### src/rtl/watchdog_pkg.sv
// constants and types shared by the watchdog timer design
package watchdog_pkg;

  // timeout counter and prescaler
  localparam int          CNT_W         = 32;
  localparam int          PRESCALE_DIV  = 4;
  localparam logic [31:0] TC_MIN        = 32'h0000_00ff;
  localparam logic [31:0] TC_RESET      = 32'h0000_00ff;
  localparam logic [31:0] COUNT_RESET   = 32'h0000_00ff;

  // crossing depths, counted in count-clock ticks and clock cycles
  localparam int          CTRL_STAGES   = 3;
  localparam int          READ_STAGES   = 2;

  // feed sequence bytes
  localparam logic [7:0]  FEED_FIRST    = 8'haa;
  localparam logic [7:0]  FEED_SECOND   = 8'h55;

  typedef struct packed {
    logic reset_on_timeout;
    logic run_enable;
  } mode_t;

  localparam mode_t       MODE_RESET    = 2'h0;

  // control values as seen by the counting logic
  typedef struct packed {
    logic [31:0] tc;
    mode_t       mode;
  } ctrl_t;

  localparam int          CTRL_W        = $bits(ctrl_t);

  typedef enum logic [1:0] {
    FEED_IDLE = 2'b01,
    FEED_HALF = 2'b10
  } feed_state_t;

endpackage

### src/rtl/watchdog_timer.sv
// watchdog timer: prescaled down-counter, feed sequence, reset and interrupt modes
`timescale 1ns/1ps
`default_nettype none

module watchdog_timer
  import watchdog_pkg::*;
(
  // clock and reset
  input  wire logic             clk_i,
  input  wire logic             srst_i,
  // count clock as a one-cycle tick
  input  wire logic             count_tick_i,
  // register writes from the processor
  input  wire logic             mode_wr_i,
  input  wire mode_t            mode_wdata_i,
  input  wire logic             tc_wr_i,
  input  wire logic [CNT_W-1:0] tc_wdata_i,
  input  wire logic             feed_wr_i,
  input  wire logic [7:0]       feed_wdata_i,
  input  wire logic             other_access_i,
  input  wire logic             timeout_flag_clr_i,
  // register state
  output logic                  run_enable_o,
  output logic                  reset_on_timeout_o,
  output logic      [CNT_W-1:0] timeout_constant_o,
  output logic      [CNT_W-1:0] count_readback_o,
  output logic                  timeout_flag_o,
  output logic                  timeout_irq_flag_o,
  // events
  output logic                  running_o,
  output logic                  chip_reset_o
);

  localparam int PW = $clog2(PRESCALE_DIV);
  localparam logic [PW-1:0] PRESC_LAST = PW'(PRESCALE_DIV - 1);

  initial begin
    if (CNT_W != 32 || PRESCALE_DIV < 2) begin
      $error("watchdog_timer: counter must be 32 bits and prescaler at least 2");
    end
  end

  function automatic logic feed_byte(input logic wr, input logic [7:0] data, input logic [7:0] val);
    feed_byte = wr && (data == val);
  endfunction

  // register-side state
  mode_t             mode,        next_mode;
  logic [CNT_W-1:0]  tc,          next_tc;
  feed_state_t       feed_state,  next_feed_state;
  logic              err_pend,    next_err_pend;
  // counting-side state
  logic              armed,       next_armed;
  logic [PW-1:0]     presc,       next_presc;
  logic [CNT_W-1:0]  count,       next_count;
  logic [CNT_W-1:0]  snap,        next_snap;
  logic              tof,         next_tof;
  logic              irqf,        next_irqf;
  logic              chip_reset,  next_chip_reset;

  ctrl_t             ctrl_eff;
  logic              feed_ok;
  logic              feed_bad;
  logic              tick_end;
  logic              fire;

  // control values reach the counting logic after three count ticks
  stage_delay #(
    .WIDTH  (CTRL_W),
    .STAGES (CTRL_STAGES)
  ) u_ctrl_sync (
    .clk_i     (clk_i),
    .srst_i    (srst_i),
    .adv_i     (count_tick_i),
    .rst_val_i ({TC_RESET, MODE_RESET}),
    .d_i       ({tc, mode}),
    .q_o       (ctrl_eff)
  );

  // captured count passes two more registers before software sees it
  stage_delay #(
    .WIDTH  (CNT_W),
    .STAGES (READ_STAGES)
  ) u_read_sync (
    .clk_i     (clk_i),
    .srst_i    (srst_i),
    .adv_i     (1'b1),
    .rst_val_i (COUNT_RESET),
    .d_i       (snap),
    .q_o       (count_readback_o)
  );

  always_comb begin
    feed_ok  = (feed_state == FEED_HALF) && feed_byte(feed_wr_i, feed_wdata_i, FEED_SECOND);
    feed_bad = (feed_state == FEED_HALF) && !feed_ok &&
               (feed_wr_i || mode_wr_i || tc_wr_i || other_access_i);
    tick_end = count_tick_i && (presc == PRESC_LAST);
    // a feed error fires one cycle after it is seen, i.e. on the second clock
    fire     = (armed && tick_end && (count == '0)) || err_pend;
  end

  // register side
  always_comb begin
    next_feed_state = feed_state;
    if (feed_ok || feed_bad) begin
      next_feed_state = FEED_IDLE;
    end else if (feed_byte(feed_wr_i, feed_wdata_i, FEED_FIRST)) begin
      next_feed_state = FEED_HALF;
    end
    next_err_pend = feed_bad && armed;

    next_mode = mode;
    if (fire) begin
      next_mode = MODE_RESET;
    end else if (mode_wr_i) begin
      // set-only bits: a zero written leaves the bit as it was
      next_mode = mode | mode_wdata_i;
    end

    next_tc = tc;
    if (tc_wr_i) begin
      next_tc = (tc_wdata_i < TC_MIN) ? TC_MIN : tc_wdata_i;
    end
  end

  always_ff @(posedge clk_i) begin
    if (srst_i) begin
      mode       <= MODE_RESET;
      tc         <= TC_RESET;
      feed_state <= FEED_IDLE;
      err_pend   <= 1'b0;
    end else begin
      mode       <= next_mode;
      tc         <= next_tc;
      feed_state <= next_feed_state;
      err_pend   <= next_err_pend;
    end
  end

  // counting side
  always_comb begin
    next_armed = armed;
    if (fire) begin
      next_armed = 1'b0;
    end else if (feed_ok && ctrl_eff.mode.run_enable) begin
      next_armed = 1'b1;
    end

    next_presc = presc;
    next_count = count;
    if (feed_ok) begin
      next_presc = '0;
      next_count = ctrl_eff.tc;
    end else if (armed && count_tick_i) begin
      next_presc = (presc == PRESC_LAST) ? '0 : presc + PW'(1);
      if (tick_end) begin
        next_count = count - CNT_W'(1);
      end
    end

    next_snap = count_tick_i ? count : snap;

    next_chip_reset = fire && ctrl_eff.mode.reset_on_timeout;

    // a new reset-mode timeout wins over a clear in the same cycle
    next_tof = tof;
    if (fire && ctrl_eff.mode.reset_on_timeout) begin
      next_tof = 1'b1;
    end else if (timeout_flag_clr_i) begin
      next_tof = 1'b0;
    end

    next_irqf = irqf | (fire && !ctrl_eff.mode.reset_on_timeout);
  end

  always_ff @(posedge clk_i) begin
    if (srst_i) begin
      armed      <= 1'b0;
      presc      <= '0;
      count      <= COUNT_RESET;
      snap       <= COUNT_RESET;
      tof        <= 1'b0;
      irqf       <= 1'b0;
      chip_reset <= 1'b0;
    end else begin
      armed      <= next_armed;
      presc      <= next_presc;
      count      <= next_count;
      snap       <= next_snap;
      tof        <= next_tof;
      irqf       <= next_irqf;
      chip_reset <= next_chip_reset;
    end
  end

  assign run_enable_o       = mode.run_enable;
  assign reset_on_timeout_o = mode.reset_on_timeout;
  assign timeout_constant_o = tc;
  assign timeout_flag_o     = tof;
  assign timeout_irq_flag_o = irqf;
  assign running_o          = armed;
  assign chip_reset_o       = chip_reset;

endmodule

`default_nettype wire

### src/rtl/stage_delay.sv
// delay line of registers that advances on an enable pulse
`timescale 1ns/1ps
`default_nettype none

module stage_delay #(
  parameter int WIDTH  = 8,
  parameter int STAGES = 2
) (
  // clock and reset
  input  wire logic             clk_i,
  input  wire logic             srst_i,
  // data path
  input  wire logic             adv_i,
  input  wire logic [WIDTH-1:0] rst_val_i,
  input  wire logic [WIDTH-1:0] d_i,
  output logic      [WIDTH-1:0] q_o
);

  initial begin
    if (STAGES < 1 || WIDTH < 1) begin
      $error("stage_delay: STAGES and WIDTH must be at least 1");
    end
  end

  logic [WIDTH-1:0] stage      [STAGES];
  logic [WIDTH-1:0] next_stage [STAGES];

  genvar g;
  generate
    for (g = 0; g < STAGES; g++) begin : g_stage
      always_comb begin
        next_stage[g] = stage[g];
        if (adv_i) begin
          next_stage[g] = (g == 0) ? d_i : stage[(g == 0) ? 0 : g - 1];
        end
      end

      // reset value is a constant port tie at the instance
      always_ff @(posedge clk_i) begin
        if (srst_i) begin
          stage[g] <= rst_val_i;
        end else begin
          stage[g] <= next_stage[g];
        end
      end
    end
  endgenerate

  assign q_o = stage[STAGES-1];

endmodule

`default_nettype wire

### config.mk
export PLATFORM = sky130hd
export DESIGN_NAME = watchdog_timer
export DESIGN_NICKNAME = d
export VERILOG_FILES = /design/src/rtl/watchdog_pkg.sv /design/src/rtl/watchdog_timer.sv /design/src/rtl/stage_delay.sv
export SDC_FILE = /design/constraint.sdc
export NUM_CORES = 1
export LEC_CHECK = 0
export BUFFER_PORTS_ARGS = -buffer_cell sky130_fd_sc_hd__buf_4
export CORE_ASPECT_RATIO = 0.75
export CORE_MARGIN = 2
export CORE_UTILIZATION = 50
export DETAILED_ROUTE_END_ITERATION = 6
export GPL_TIMING_DRIVEN = 1
export PLACE_DENSITY = 0.69
export SLEW_MARGIN = 40
export SYNTH_ARGS = -nofsm -noshare
export SYNTH_HDL_FRONTEND = slang
export SYNTH_HIERARCHICAL = 1
export SYNTH_SLANG_ARGS = --single-unit
### constraint.sdc
create_clock -name clk_i -period 4.4 [get_ports clk_i]
set_input_delay 0.88 -clock clk_i [delete_from_list [all_inputs] [get_ports clk_i]]
set_output_delay 0.88 -clock clk_i [all_outputs]
set_load 0.05 [all_outputs]
==> summary.md <==
| Metric | Value |
|---|---|
| Crit path max fanout | 27 |
| Routed vias/inst | 5.06 |
| Period Utilization, post-route | 58.7% |
| Wire per inst | 14.6 microns |
| Outcome | complete, but fails checks |
| N_diodes | 0 |
| Routability cong. | 0.850 |
| Pins Over Slew Limit | 65 |
| P_leak | 6.03 nW |
| RSZ-0062 raised after global routing | false |
| Peak VDD IR | 0.000337 V |
| Mapped Area | 0.0122 sq mm |
| Slew of the pin with the lowest slew margin | 2500 ps |
| I/O Buffers | 119 |
| Share of layout cells above drive strength 1 | 29.7% |
| CTS root buf | clkbuf_16 |
| TritonCTS sink count | 273 |
| Setup bufs post-CTS | 0 |
| Die footprint | 0.0256 sq mm |
| Largest net degree at the start of global routing | 98 |
| Net count, final | 1,224 |
| Post-CTS resize count | 0 |
| Initial Util | 50.9% |
| Failing checks | max-slew violations |
| Most common cell after layout, fill and taps aside | conb_1 |
| Design Area, Final | 0.0146 sq mm |
| Final Core Density | 61.1% |
| Startpoint Class | flip-flop |
| Fin cells | 1,499 |
| Post-route clock skew | 5.91 ps |
| Die Height | 139 microns |
| Num CTS Buffers | 27 |
| Timing-limited maximum frequency | 387 MHz |
| All-Layer GR Usage | 17.2% |
| DRT Pass-1 Iters | 5 |
| Syn_area_per_cell | 13.5 sq um |
| Die X | 184 microns |
| Final setup vio count | 0 |
| Count of cell types in the netlist | 58 |
| Final Hold Fails | 0 |
| # hold bufs at CTS | 0 |
| Global-route wire length before repair | 36.3 mm |
| DP HPWL | 14.2 mm |
| Vias in the first global route | 7,142 |
| Initial DRC Count | 407 |
| Final TNS setup | 0 ps |
| Req. time, crit path | 4880 ps |
| Core area | 0.0239 sq mm |
| H-tree levels | 1 |
| I/O pins | 120 |
| #FFs+latches synth | 273 |
| Hold Crit Class | flip-flop to flip-flop |
| CTS max path bufs | 3 |
| Area delta synth->final | 20.1% |
| CTS tree | yes |
| WL final | 21.9 mm |
| Gate Count Post-Synth | 904 |
| Rel. slew slack | -66.4% |
| Row count | 49 |
| Gr ovfl total | 0 |
| Cell Area, Placed | 0.0138 sq mm |
| Post-synth ARST share | 0% |
| Yosys warns | 6 |
| Initial antenna violation count | 0 |
| Post-route minimum period | 2580 ps |
| Later-pin clock latency in the skew report | 530 ps |
| Power per standard cell area | 389 mW/mm^2 |
| Post-synth EDFFs | 166 |
| CP Capture Type | flip-flop |
| Clk slew on worst S/H paths | 60 ps |
| Critical path arrival | 3060 ps |
| ANT nets after route | 0 |
| Residual DRC count | 0 |
| Setup Crit Path Kind | flip-flop to flip-flop |
| Placed Cells | 1,449 |
| Leading cell types in the layout, fill and taps excluded | conb_1 (167), edfxtp_1 (166), buf_4 (130) |
| Total power | 0.00568 W |
| Vias | 7,585 |
| Top FF cell, synth | edfxtp_1 |
| Max cap viols | 0 |
| Sequential area share after synthesis | 58.6% |
[sequential cells by signal (all words and copies together) (netlist names)]
register	flops
u_ctrl_sync/stage	102
u_read_sync/stage	64
count	32
snap	32
timeout_constant_o	32
feed_state	2
presc	2
chip_reset_o	1
err_pend	1
reset_on_timeout_o	1
run_enable_o	1
running_o	1
timeout_flag_o	1
timeout_irq_flag_o	1
[layer usage]
metal	track usage [%]	part of all wire [%]
met1	25.9	50
met2	25.8	42
met3	2.78	6.1
met4	4.80	2.0
met5	0	0
[path summary, 6_finish.rpt]
check | startpoint | end | slack (ps) | cells past startpoint
worst max-delay path | presc[0]$_SDFFE_PP0P_ | timeout_irq_flag_o$_SDFF_PP0_ | 1820 | 6
worst min-delay path | u_ctrl_sync/stage[2][3]$_DFFE_PP_ | count[1]$_SDFFE_PP1P_ | 460 | 2
worst max register to register | presc[0]$_SDFFE_PP0P_ | timeout_irq_flag_o$_SDFF_PP0_ | 1820 | 6
worst min register to register | u_ctrl_sync/stage[2][3]$_DFFE_PP_ | count[1]$_SDFFE_PP1P_ | 460 | 2
[where the power goes]
part	internal (W)	total [W]	switching, W
Clock	0.00116	0.00209	0.000923
Combinational	0.000262	0.000621	0.000358
Sequential	0.00291	0.00297	0.0000586
[cells in the mapped netlist, drive strengths merged, types with 4 or more instances]
cell type / count / share of area, %
clkbuf: 32 / 0.99
nand3: 25 / 1.0
inv: 4 / 0.12
o21ai: 29 / 1.2
a41oi: 10 / 0.72
a21oi: 17 / 0.70
a311oi: 6 / 0.43
o31ai: 7 / 0.43
xor2: 5 / 0.36
a31oi: 7 / 0.36
nand4: 12 / 0.62
o311ai: 6 / 0.43
edfxtp: 166 / 41
buf: 25 / 1.9
nor4: 18 / 0.98
nand2: 16 / 0.49
nor3: 11 / 0.45
dfxtp: 107 / 18
mux2: 166 / 17
nor2: 73 / 2.3
or3: 18 / 0.96
nor2b: 8 / 0.41
or4b: 7 / 0.58
or4: 12 / 0.77
or2: 14 / 0.72
nand2b: 12 / 0.62
mux2i: 57 / 4.7
[metrics by stage]
step	hold slack [ps]	worst slack, ps
global route	491	1660
global placement	444	1460
finish	457	1820
detailed placement	445	1430
CTS	460	1790
floorplan	433	1500
[layout make-up]
type                            instances  area, sq um
Clock inverter                         11         52.6
Fill cell                            1906         9300
Multi-Input combinational cell        735         5310
Clock buffer                           39          741
Timing Repair Buffer                  131          991
Inverter                                4         15.0
Tap cell                              306          383
Sequential cell                       273         7130
[critical path, cell delays in order, from the launching register on]
cell and delay [ps]:
dfxtp_1 350, ha_1 270, and3_1 470, nand4b_1 180
buf_4 250, nor4_2 760, o311a_1 220
[kinds of logic (layout without fill, tap and decap cells)]
| group | count (synthesis) | after routing | synth area share, % |
|---|---|---|---|
| other cells | 2 | 167 | 0.0617 |
| buf+inv | 61 | 185 | 2.99 |
| xor+xnor | 7 | 7 | 0.504 |
| simple gates | 241 | 241 | 10.9 |
| compound gates | 95 | 95 | 5.17 |
| flops | 273 | 273 | 58.6 |
| fa+ha+maj | 2 | 2 | 0.206 |
| mux | 223 | 223 | 21.6 |
(Power assumes the default switching activity.)
